File: src/logic/ars_defs.svh
`ifndef ARS_DEFS_SVH
`define ARS_DEFS_SVH
// Bus voltage code is in whole volts
`define ARS_VW              10
`define ARS_V_DOUBLER       10'd200
`define ARS_V_BYPASS        10'd235
`define ARS_V_BUSGOOD_OFF   10'd205
`define ARS_V_RUN_OFF       10'd200
`define ARS_V_OVERVOLT      10'd400
`define ARS_V_UNDERVOLT     10'd180
`define ARS_SETTLE_DELTA    10'd2
`define ARS_SETTLE_COUNT    4
`define ARS_SAMPLE_NS       1000000
`define ARS_CLK_NS          4
`define ARS_SAMPLE_CYC      (`ARS_SAMPLE_NS / `ARS_CLK_NS)
`define ARS_DELAY_MS        50
`define ARS_DELAY_CYC       (`ARS_DELAY_MS * 1000000 / `ARS_CLK_NS)
`endif

File: src/logic/ars_pkg.sv
package ars_pkg;
  typedef enum logic [2:0] {
    ARS_CHARGE,
    ARS_WAIT_RUN,
    ARS_WAIT_GOOD,
    ARS_RUNNING,
    ARS_DECAY,
    ARS_OVERVOLT
  } ars_state_t;
  typedef struct packed {
    logic bypass_closed;
    logic doubler_on;
    logic conv_run;
    logic bus_good_n;
  } ars_out_t;
endpackage

File: src/logic/ars_seq.sv
// Contract
// - At power-up thermistor bypass and doubler strap switches are open.
// - At power-up converters disabled and bus-good output high (not good).
// - After settling, engage doubler if bus below 200 V, else leave off.
// - After settling, close bypass only if bus above 235 V.
// - Enable converters 50 ms after closing the bypass switch.
// - Assert bus-good 50 ms after enabling the converters.
// - While decaying, drop bus-good when bus falls below 205 V.
// - While decaying, disable converters when bus falls below 200 V.
// - Power returning after converter disable reruns the full power-up.
// - Power returning before disable threshold does not restart power-up.
// - Disable converters whenever bus exceeds 400 V.
// - On overvoltage also open the thermistor bypass switch.
// - Open the bypass switch when bus drops below 180 V.
// - Converter run output is active high.
`timescale 1ns/100ps
`include "ars_defs.svh"
module ars_seq #(
  parameter int SAMPLE_CYC  = `ARS_SAMPLE_CYC,
  parameter int DELAY_CYC   = `ARS_DELAY_CYC,
  parameter int SETTLE_CNT  = `ARS_SETTLE_COUNT
) (
  // Clock and reset
  input  wire logic                clk,
  input  wire logic                arst_n,
  // Bus voltage measurement
  input  wire logic [`ARS_VW-1:0]  bus_volt,
  // Switch and converter controls, and per-sample strobe
  output ars_pkg::ars_out_t        ctl,
  output logic                     sample_tick
);
  import ars_pkg::*;

  logic [`ARS_VW-1:0] volt_s;
  logic [`ARS_VW-1:0] volt_q;
  logic [`ARS_VW-1:0] prev_q;
  logic [31:0]        samp_cnt_q;
  logic [31:0]        dly_cnt_q;
  logic [3:0]         settle_q;
  logic               settled;
  logic               tick;
  logic [`ARS_VW-1:0] diff;
  ars_state_t         state_q;
  ars_out_t           ctl_q;

  ars_sync #(
    .W(`ARS_VW)
  ) u_sync (
    .clk   (clk),
    .arst_n(arst_n),
    .d     (bus_volt),
    .q     (volt_s)
  );

  assign tick = (samp_cnt_q == 32'(SAMPLE_CYC - 1));

  // Sample timer
  always_ff @(posedge clk or negedge arst_n) begin
    if (!arst_n) begin
      samp_cnt_q <= '0;
    end else if (tick) begin
      samp_cnt_q <= '0;
    end else begin
      samp_cnt_q <= samp_cnt_q + 32'd1;
    end
  end

  // Sample capture and comparison once per period
  always_ff @(posedge clk or negedge arst_n) begin
    if (!arst_n) begin
      volt_q      <= '0;
      prev_q      <= '0;
      sample_tick <= 1'b0;
    end else begin
      sample_tick <= tick;
      if (tick) begin
        prev_q <= volt_q;
        volt_q <= volt_s;
      end
    end
  end

  assign diff = (volt_q > prev_q) ? (volt_q - prev_q) : (prev_q - volt_q);

  // Settling detector
  always_ff @(posedge clk or negedge arst_n) begin
    if (!arst_n) begin
      settle_q <= '0;
    end else if (state_q != ARS_CHARGE) begin
      settle_q <= '0;
    end else if (sample_tick) begin
      if (diff < `ARS_SETTLE_DELTA) begin
        if (settle_q != 4'(SETTLE_CNT)) begin
          settle_q <= settle_q + 4'd1;
        end
      end else begin
        settle_q <= '0;
      end
    end
  end

  // Hold off in the sample cycle: volt_q is new there but not yet judged by the counter
  assign settled = (settle_q == 4'(SETTLE_CNT)) && !sample_tick;

  // Delay counter
  always_ff @(posedge clk or negedge arst_n) begin
    if (!arst_n) begin
      dly_cnt_q <= '0;
    end else if (state_q == ARS_WAIT_RUN || state_q == ARS_WAIT_GOOD) begin
      if (dly_cnt_q == 32'(DELAY_CYC - 1)) begin
        dly_cnt_q <= '0;
      end else begin
        dly_cnt_q <= dly_cnt_q + 32'd1;
      end
    end else begin
      dly_cnt_q <= '0;
    end
  end

  // Sequencer
  always_ff @(posedge clk or negedge arst_n) begin
    if (!arst_n) begin
      state_q <= ARS_CHARGE;
      ctl_q   <= '{bypass_closed: 1'b0, doubler_on: 1'b0,
                   conv_run: 1'b0, bus_good_n: 1'b1};
    end else if (sample_tick && volt_q > `ARS_V_OVERVOLT && state_q != ARS_CHARGE) begin
      state_q             <= ARS_OVERVOLT;
      ctl_q.conv_run      <= 1'b0;
      ctl_q.bypass_closed <= 1'b0;
      ctl_q.bus_good_n    <= 1'b1;
    end else begin
      if (sample_tick && volt_q < `ARS_V_UNDERVOLT) begin
        ctl_q.bypass_closed <= 1'b0;
      end
      case (state_q)
        ARS_CHARGE: begin
          if (sample_tick && volt_q > `ARS_V_OVERVOLT) begin
            ctl_q.conv_run      <= 1'b0;
            ctl_q.bypass_closed <= 1'b0;
          end else if (settled) begin
            if (volt_q < `ARS_V_DOUBLER && !ctl_q.doubler_on) begin
              ctl_q.doubler_on <= 1'b1;
            end else if (volt_q > `ARS_V_BYPASS) begin
              ctl_q.bypass_closed <= 1'b1;
              state_q             <= ARS_WAIT_RUN;
            end
          end
        end
        ARS_WAIT_RUN: begin
          if (sample_tick && volt_q < `ARS_V_UNDERVOLT) begin
            // Bypass was reopened by the collapse: never enable into an open bypass
            state_q <= ARS_CHARGE;
          end else if (dly_cnt_q == 32'(DELAY_CYC - 1)) begin
            ctl_q.conv_run <= 1'b1;
            state_q        <= ARS_WAIT_GOOD;
          end
        end
        ARS_WAIT_GOOD: begin
          if (dly_cnt_q == 32'(DELAY_CYC - 1)) begin
            ctl_q.bus_good_n <= 1'b0;
            state_q          <= ARS_RUNNING;
          end
        end
        ARS_RUNNING: begin
          if (sample_tick && volt_q < `ARS_V_BUSGOOD_OFF) begin
            ctl_q.bus_good_n <= 1'b1;
            state_q          <= ARS_DECAY;
          end
        end
        ARS_DECAY: begin
          if (sample_tick && volt_q < `ARS_V_RUN_OFF) begin
            ctl_q.conv_run   <= 1'b0;
            ctl_q.doubler_on <= 1'b0;
            ctl_q.bypass_closed <= 1'b0;
            state_q          <= ARS_CHARGE;
          end else if (sample_tick && volt_q > `ARS_V_BYPASS) begin
            ctl_q.bus_good_n <= 1'b0;
            state_q          <= ARS_RUNNING;
          end
        end
        ARS_OVERVOLT: begin
          // Recover through a full power-up once the bus is back in range
          if (sample_tick && volt_q <= `ARS_V_OVERVOLT) begin
            ctl_q.doubler_on <= 1'b0;
            state_q          <= ARS_CHARGE;
          end
        end
        default: begin
          state_q <= ARS_CHARGE;
        end
      endcase
    end
  end

  assign ctl = ctl_q;


  property p_run_after_bypass;
    @(posedge clk) disable iff (!arst_n)
      $rose(ctl_q.conv_run) |-> state_q == ARS_WAIT_GOOD && $past(state_q) == ARS_WAIT_RUN;
  endproperty
  a_run_after_bypass: assert property (p_run_after_bypass)
    else $error("run enabled outside bypass delay");

  property p_wait_run_idle;
    @(posedge clk) disable iff (!arst_n)
      state_q == ARS_WAIT_RUN |-> !ctl_q.conv_run && ctl_q.bus_good_n;
  endproperty
  a_wait_run_idle: assert property (p_wait_run_idle)
    else $error("converters or bus good active during bypass delay");

  property p_good_after_run;
    @(posedge clk) disable iff (!arst_n)
      $fell(ctl_q.bus_good_n) |-> ctl_q.conv_run;
  endproperty
  a_good_after_run: assert property (p_good_after_run)
    else $error("bus good without converters running");

  property p_run_needs_bypass;
    @(posedge clk) disable iff (!arst_n)
      $rose(ctl_q.conv_run) |-> ctl_q.bypass_closed;
  endproperty
  a_run_needs_bypass: assert property (p_run_needs_bypass)
    else $error("run without bypass closed");

  property p_ovp;
    @(posedge clk) disable iff (!arst_n)
      sample_tick && volt_q > `ARS_V_OVERVOLT |=> !ctl_q.conv_run && !ctl_q.bypass_closed;
  endproperty
  a_ovp: assert property (p_ovp)
    else $error("overvoltage not handled");

  property p_ov_state;
    @(posedge clk) disable iff (!arst_n)
      sample_tick && volt_q > `ARS_V_OVERVOLT && state_q != ARS_CHARGE
      |=> state_q == ARS_OVERVOLT && ctl_q.bus_good_n;
  endproperty
  a_ov_state: assert property (p_ov_state)
    else $error("overvoltage did not stop the sequence");

  property p_uvp;
    @(posedge clk) disable iff (!arst_n)
      sample_tick && volt_q < `ARS_V_UNDERVOLT |=> !ctl_q.bypass_closed;
  endproperty
  a_uvp: assert property (p_uvp)
    else $error("bypass left closed at undervoltage");

  property p_good_drop;
    @(posedge clk) disable iff (!arst_n)
      state_q == ARS_RUNNING && sample_tick && volt_q < `ARS_V_BUSGOOD_OFF
      && volt_q <= `ARS_V_OVERVOLT |=> ctl_q.bus_good_n;
  endproperty
  a_good_drop: assert property (p_good_drop)
    else $error("bus good not dropped");

  property p_run_drop;
    @(posedge clk) disable iff (!arst_n)
      state_q == ARS_DECAY && sample_tick && volt_q < `ARS_V_RUN_OFF
      |=> !ctl_q.conv_run && state_q == ARS_CHARGE;
  endproperty
  a_run_drop: assert property (p_run_drop)
    else $error("converters not disabled in decay");

  property p_decay_rerun;
    @(posedge clk) disable iff (!arst_n)
      state_q == ARS_DECAY && sample_tick && volt_q < `ARS_V_RUN_OFF
      |=> !ctl_q.doubler_on && !ctl_q.bypass_closed && ctl_q.bus_good_n;
  endproperty
  a_decay_rerun: assert property (p_decay_rerun)
    else $error("switches not back to initial state after disable");

  property p_no_restart;
    @(posedge clk) disable iff (!arst_n)
      state_q == ARS_DECAY && sample_tick && volt_q > `ARS_V_BYPASS
      && volt_q <= `ARS_V_OVERVOLT |=> state_q == ARS_RUNNING && !ctl_q.bus_good_n;
  endproperty
  a_no_restart: assert property (p_no_restart)
    else $error("power-up restarted on early recovery");

  property p_bypass_level;
    @(posedge clk) disable iff (!arst_n)
      $rose(ctl_q.bypass_closed) |-> $past(volt_q) > `ARS_V_BYPASS;
  endproperty
  a_bypass_level: assert property (p_bypass_level)
    else $error("bypass closed below threshold");

  property p_bypass_settled;
    @(posedge clk) disable iff (!arst_n)
      $rose(ctl_q.bypass_closed) |-> $past(settled) && $past(state_q) == ARS_CHARGE;
  endproperty
  a_bypass_settled: assert property (p_bypass_settled)
    else $error("bypass closed before the bus settled");

  property p_doubler_level;
    @(posedge clk) disable iff (!arst_n)
      $rose(ctl_q.doubler_on) |-> $past(volt_q) < `ARS_V_DOUBLER;
  endproperty
  a_doubler_level: assert property (p_doubler_level)
    else $error("doubler engaged above threshold");

  property p_doubler_settled;
    @(posedge clk) disable iff (!arst_n)
      $rose(ctl_q.doubler_on) |-> $past(settled);
  endproperty
  a_doubler_settled: assert property (p_doubler_settled)
    else $error("doubler engaged before the bus settled");
endmodule

File: src/logic/ars_sync.sv
`timescale 1ns/100ps
module ars_sync #(
  parameter int W = 10
) (
  // Clock and reset
  input  wire logic         clk,
  input  wire logic         arst_n,
  // Data
  input  wire logic [W-1:0] d,
  output logic      [W-1:0] q
);
  logic [W-1:0] meta_q;
  always_ff @(posedge clk or negedge arst_n) begin
    if (!arst_n) begin
      meta_q <= '0;
      q      <= '0;
    end else begin
      meta_q <= d;
      q      <= meta_q;
    end
  end
endmodule

File: config.mk
export PLATFORM = sky130hd
export DESIGN_NAME = ars_seq
export DESIGN_NICKNAME = d
export VERILOG_FILES = /design/src/logic/ars_pkg.sv /design/src/logic/ars_seq.sv /design/src/logic/ars_sync.sv
export VERILOG_INCLUDE_DIRS = /design/src /design/src/logic
export SDC_FILE = /design/constraint.sdc
export NUM_CORES = 1
export LEC_CHECK = 0
export ABC_AREA = 0
export BUFFER_PORTS_ARGS = -buffer_cell sky130_fd_sc_hd__buf_4
export CORE_AREA = 2 2 108 110
export CTS_CLUSTER_DIAMETER = 150
export DETAILED_ROUTE_END_ITERATION = 6
export DIE_AREA = 0 0 110 112
export GPL_TIMING_DRIVEN = 0
export PLACE_DENSITY = 0.81
export SETUP_SLACK_MARGIN = 0.1
export SYNTH_ARGS = -nofsm -noshare
export SYNTH_HDL_FRONTEND = slang
export SYNTH_SLANG_ARGS = --single-unit
File: constraint.sdc
create_clock -name clk -period 6.95 [get_ports clk]
set_clock_uncertainty 0.2 [all_clocks]
set_input_delay 0.3475 -clock clk [delete_from_list [all_inputs] [get_ports clk]]
set_output_delay 0.3475 -clock clk [all_outputs]
set_load 0.03 [all_outputs]
# After elaboration in Yosys (flattened, before gate mapping)
# Index checks and enable logic that the tools add are counted.
# W data, S select, Z words.
[op_classes]
add_sub_neg = 5
magnitude_cmp = 8
eq_ne = 30
muxes = 43
n_bitwise = 1
reduce_logical = 23
[op_table]
columns = ["cell", "n"]
rows = [
  ["$mux W32", 3],
  ["$add A32 B1 Y32 const B", 2],
  ["$mux W3", 13],
  ["$ne A3 B3 Y1 const B", 11],
  ["$eq A32 B18 Y1 const B", 1],
  ["$eq A32 B24 Y1 const B", 1],
  ["$lt A10 B8 Y1 const B", 3],
  ["$sub A10 B10 Y10", 2],
  ["$pmux W3 S6", 1],
  ["$mux W4", 4],
  ["$mux W1", 15],
  ["$gt A10 B10 Y1", 1],
  ["$gt A10 B8 Y1 const B", 1],
  ["$gt A10 B9 Y1 const B", 1],
  ["$le A10 B9 Y1 const B", 1],
  ["$lt A10 B2 Y1 const B", 1],
  ["$mux W10", 1],
  ["$ne A2 B2 Y1 const B", 5],
  ["$reduce_and A5 Y1", 2],
  ["$logic_and A1 B1 Y1", 9],
  ["$pmux W1 S3", 3],
  ["$reduce_and A9 Y1", 1],
  ["$reduce_bool A4 Y1", 2],
  ["$reduce_and A7 Y1", 1],
  ["other kinds (19)", 25],
]
[totals]
register_bits = 116
input_bits = 12
out_inout_bits = 5
word_cells = 123

# Depth between registers and ports, before layout
[depth]
depth_word = 9
depth_mapped = 12
mapped_depth_nobuf = 12

# Hierarchy
# Synthesis repeated with hierarchy kept, for this count alone.
[unflattened]
cells_unflattened = 633
hier_area_um2 = 6118.4
[modules_own_cells]
columns = ["module", "instances", "cells_each", "area_per_inst_um2", "seq_area_each_um2"]
rows = [
  ["ars_seq", 1, 613, 5617.9, 2403.6],
  ["ars_sync", 1, 20, 500.5, 500.5],
]

# Worst setup path after synthesis
# Ideal clock, no wire load.
[synth_timing]
path_type = "register to register"
start = "register volt_q[4]"
end = "register settle_q[2]"
setup_ps = 94
arrival_ps = 2767
t_required_ps = 6656
path_slack_ps = 3889
stages_incl_launch_ff = 12
synth_period_minus_slack_ps = 3061
path_cell_list = "dfrtp_1 > inv_1 > ha_1 > buf_6 > and3_4 > a21boi_4 > or4_4 > a2111oi_4 > o2111ai_1 > o221ai_1 > nand3_1 > a211oi_1"
[synth_between]
elab_chain_cells = 6
elab_cells_between_ends = 10
[synth_lines]
columns = ["item", "line_no", "source"]
rows = [
  ["start: declaration", "ars_seq.sv:35", "logic [`ARS_VW-1:0] volt_q;"],
  ["start signal: assignment", "ars_seq.sv:78", "volt_q <= volt_s;"],
  ["$sub A10 B10 Y10 or $gt A10 B10 Y1 (tied branches)", "ars_seq.sv:83", "assign diff = (volt_q > prev_q) ? (volt_q - prev_q) : (prev_q - volt_q);"],
  ["$mux W10 *", "ars_seq.sv:83", ""],
  ["$lt A10 B2 Y1 (no source line) *", "n/a", ""],
  ["$mux W4", "ars_seq.sv:92", "if (diff < `ARS_SETTLE_DELTA) begin"],
  ["$mux W4", "ars_seq.sv:91", "end else if (sample_tick) begin"],
  ["$mux W4", "ars_seq.sv:89", "end else if (state_q != ARS_CHARGE) begin"],
  ["end signal: assignment", "ars_seq.sv:94", "settle_q <= settle_q + 4'd1;"],
  ["end: declaration", "ars_seq.sv:39", "logic [3:0] settle_q;"],
]
# Mark *: on every way between the ends. The rest lies on a longest branch, timed or not. The select of a mux whose other input is x is not followed.
# A chain may end at the register's enable or synchronous reset.

# Worst setup path after layout
[layout_timing]
start = "register volt_q[0]"
end = "register settle_q[0]"
# The elaborated chain is that of the path after synthesis.

==> impl_metrics.toml <==
[outcome]
status = "finished, final reports clean"

[critical_path]
cp_cell_sequence = "inv_1, ha_1, inv_1, fa_1, a211oi_1, o31ai_1, a31o_1, a2111oi_0, nand4b_1, o221ai_1, nand2_1, a211oi_1"
worstPathArrival_ns = 3.71
cp_slowest_cell = "a2111oi_0"
max_stage_delay_ns = 0.46
start_kind = "flip-flop"
cp-end-kind = "flip-flop"
path_max_fanout = 5
path_class = "reg2reg"
cp.required_ns = 7.07

[power_and_ir_drop]
fin_total_pwr_mw = 1.69
intPower_mw = 1.37
power_density_nw_per_um2 = 238
pwr-share-comb = 0.014
cellLeakagePower_nw = 3.11
power_switching_mw = 0.321
max-vdd-ir-drop_uv = 220
clockPowerShare = 0.582
p_sw_frac = 0.189
power_frac_seq = 0.404

[synth]
yosysTopAreaCellShare = 0.480
synth_flop_cell = "dfrtp_1"
avgSynthCellArea_um2 = 9.55
syn_inst = 628
synth_nets = 665
yosysTopAreaCell = "dfrtp_1"
ys_ff_latch = 116
async_flop_share = 1.00
synth_edf_count = 0
synth_area_leaders = "dfrtp_1 48%, xor2_1 6.1%, ha_1 4.8%"
yosys_warnings = 0
synth.distinct_cells = 58
ys_seq_area_frac = 0.484
syn_area_um2 = 6000

[placement]
place_ws_ns = 3.40
port_buffers = 16
place_area_um2 = 6290
hpwl_mm = 8.46
place_congestion = 0.935

[cts]
htreeDepth = 4
cts_buffers = 17
insertion_delay_ns = 0.41
post_cts_resized = 0
clk_pin_slew_ns = 0.05
cts_buffer_depth = 2
cts_tree = "done"
clockRootBuffer = "clkbuf_16"
cts_sinks = 116

[grt]
grt_first_pass_wirelength_mm = 22.3
overflow = 0
grt_pass1_vias = 4854
antenna_found_initial = 0
globalRouteTotalUtil = 0.228
grt_max_degree = 117

[routing]
routed_wirelength_mm = 12.8
met3WireLength_um = 565
drt-met1-wl_mm = 5.48
vias_per_cell = 5.72
first_iter_violations = 292
wl_per_cell_um = 15.4
dr.pass1.iters = 4
vias = 4752
drc = 0
routed-wl-met2_mm = 6.40
ant_nets = 0
top_layer_used = "met4"

[timing]
post-route-period-util = 0.517
maxSlewHeadroom = 0.430
finalSetupTns_ns = 0
setup_viol = 0
setup_ws_ns = 3.36
drv_slew = 0
max_freq_mhz = 278
rsz0062_at_grt = "false"
worst-slew-pin-transition_ns = 0.845
finalHoldViolCount = 0
period_needed_ns = 3.59

[final_layout]
fin_util = 0.636
antenna_cells = 0
final_cell_area_um2 = 7110
fin_nets = 712
area_delta_synth_final_pct = 18.5
drive_gt1_frac = 0.0843

[floorplan]
die-area_um2 = 12300
core_area_um2 = 11200
row_count = 39
io_pins = 17
die_h_um = 112
die_w_um = 110
initial_utilization = 0.537

[min_path]
holdCritPathClass = "reg2reg"

[flow_run]
maxCapViolations = 0
-- cell usage in the layout, fill, tap and decap left out, types with 12 or more instances in the layout --
master	synthesis	final
dfrtp_1	115	115
nor2_1	73	73
nand2_1	61	61
xor2_1	42	42
o21ai_0	39	39
nand3_1	38	38
inv_1	36	36
xnor2_1	25	25
ha_1	23	23
a21oi_1	21	21
clkbuf_1	19	20
clkbuf_16	0	17
buf_4	1	16
nor3_1	13	13
nand4_1	13	13
and3_1	12	12
-- final timing paths --
kind                                   from  slack [ns]           to  depth (start not counted)
min reg2reg                u_sync.meta_q[6]        0.15  u_sync.q[6]                          0
min                        u_sync.meta_q[6]        0.15  u_sync.q[6]                          0
min in group asynchronous            arst_n        0.20   state_q[0]                          2
max reg2reg                       volt_q[0]        3.36  settle_q[0]                         12
max in group asynchronous            arst_n        5.65    prev_q[5]                          3
max                               volt_q[0]        3.36  settle_q[0]                         12
-- worst max-delay path, delay by kind of cell (launching register included) --
family                     cells  cell delay (ns)
buffers and inverters          2             0.17
adders and majority gates      2             0.58
DFF                            1             0.45
and+or+nand+nor                2             0.34
AOI/OAI and AO/OA              6             1.77
-- power groups by stage --
stage               registers [mW]  logic, mW  clock network, mW
finish                       0.684     0.0239              0.986
global route                 0.684     0.0272               1.04
CTS                          0.684     0.0222              0.995
detailed placement           0.695     0.0178                  0
global placement             0.695     0.0172                  0
floorplan                    0.695  0.0000652                  0
-- final cells by class --
cell class	count	area [µm²]
plain buffers	22	101
clock buffers	19	443
clock inverters	13	228
fillers	815	4070
inverters	36	135
multi-input cells	454	2860
flip-flops and latches	116	2900
well taps	143	179
repair buffers	28	262
-- registers in the layout, indices dropped and copies added, names as in the netlist --
name and cells:
volt_q 10, settle_q 4, u_sync.q 10, u_sync.meta_q 10, state_q 3, samp_cnt_q 32, ctl 4, prev_q 10
sample_tick 1, dly_cnt_q 32
-- Yosys cell counts, types with 2 or more instances --
library cell and count:
dfrtp_1 115, nor2_1 73, nand2_1 61, xor2_1 42, o21ai_0 39, nand3_1 38
inv_1 36, xnor2_1 25, ha_1 23, a21oi_1 21, clkbuf_1 19, nand4_1 13
nor3_1 13, and3_1 12, or3_1 9, nand2b_1 7, a211oi_1 6, nor4_1 6
nor2b_1 5, a31oi_1 3, and4_1 3, o21a_1 3, o221ai_1 3, o22ai_1 3
o31ai_1 3, o41ai_1 3, a2111oi_0 2, a211o_1 2, a21o_1 2, a311oi_1 2
a31o_1 2, and2_1 2, buf_6 2, fa_1 2, nand4b_1 2, o2111ai_1 2
o211ai_1 2, o21ai_1 2
-- routing by layer --
layer  global-route usage  vias up
li1                     -     2257
met1                0.299     2316
met2                0.367      151
met3               0.0539       28
met4               0.0861        0
met5                    0        -
-- repair_timing --
item,4_1_cts,5_1_grt
hold buffers,10,1
buffers inserted,0,0
endpoints found under the setup margin,0,0
hold endpoints to repair,10,34
-- cell families (layout without fill, tap and decap cells) --
group,count (synthesis),count (layout),share of synthesized area
compound gates,108,108,0.118
xor+xnor,67,67,0.0979
mux,2,2,0.00355
buf+inv,58,118,0.0394
flops,116,116,0.484
fa+ha+maj,25,25,0.0547
simple gates,252,252,0.202
-- metrics by stage --
stage	hold slack, ns	instances
2_1_floorplan	-0.148	628
5_1_grt	0.155	831
4_1_cts	0.135	829
6_report	0.145	831
3_5_place_dp	0.135	787
3_3_place_gp	0.134	787
(Power assumes the default switching activity.)
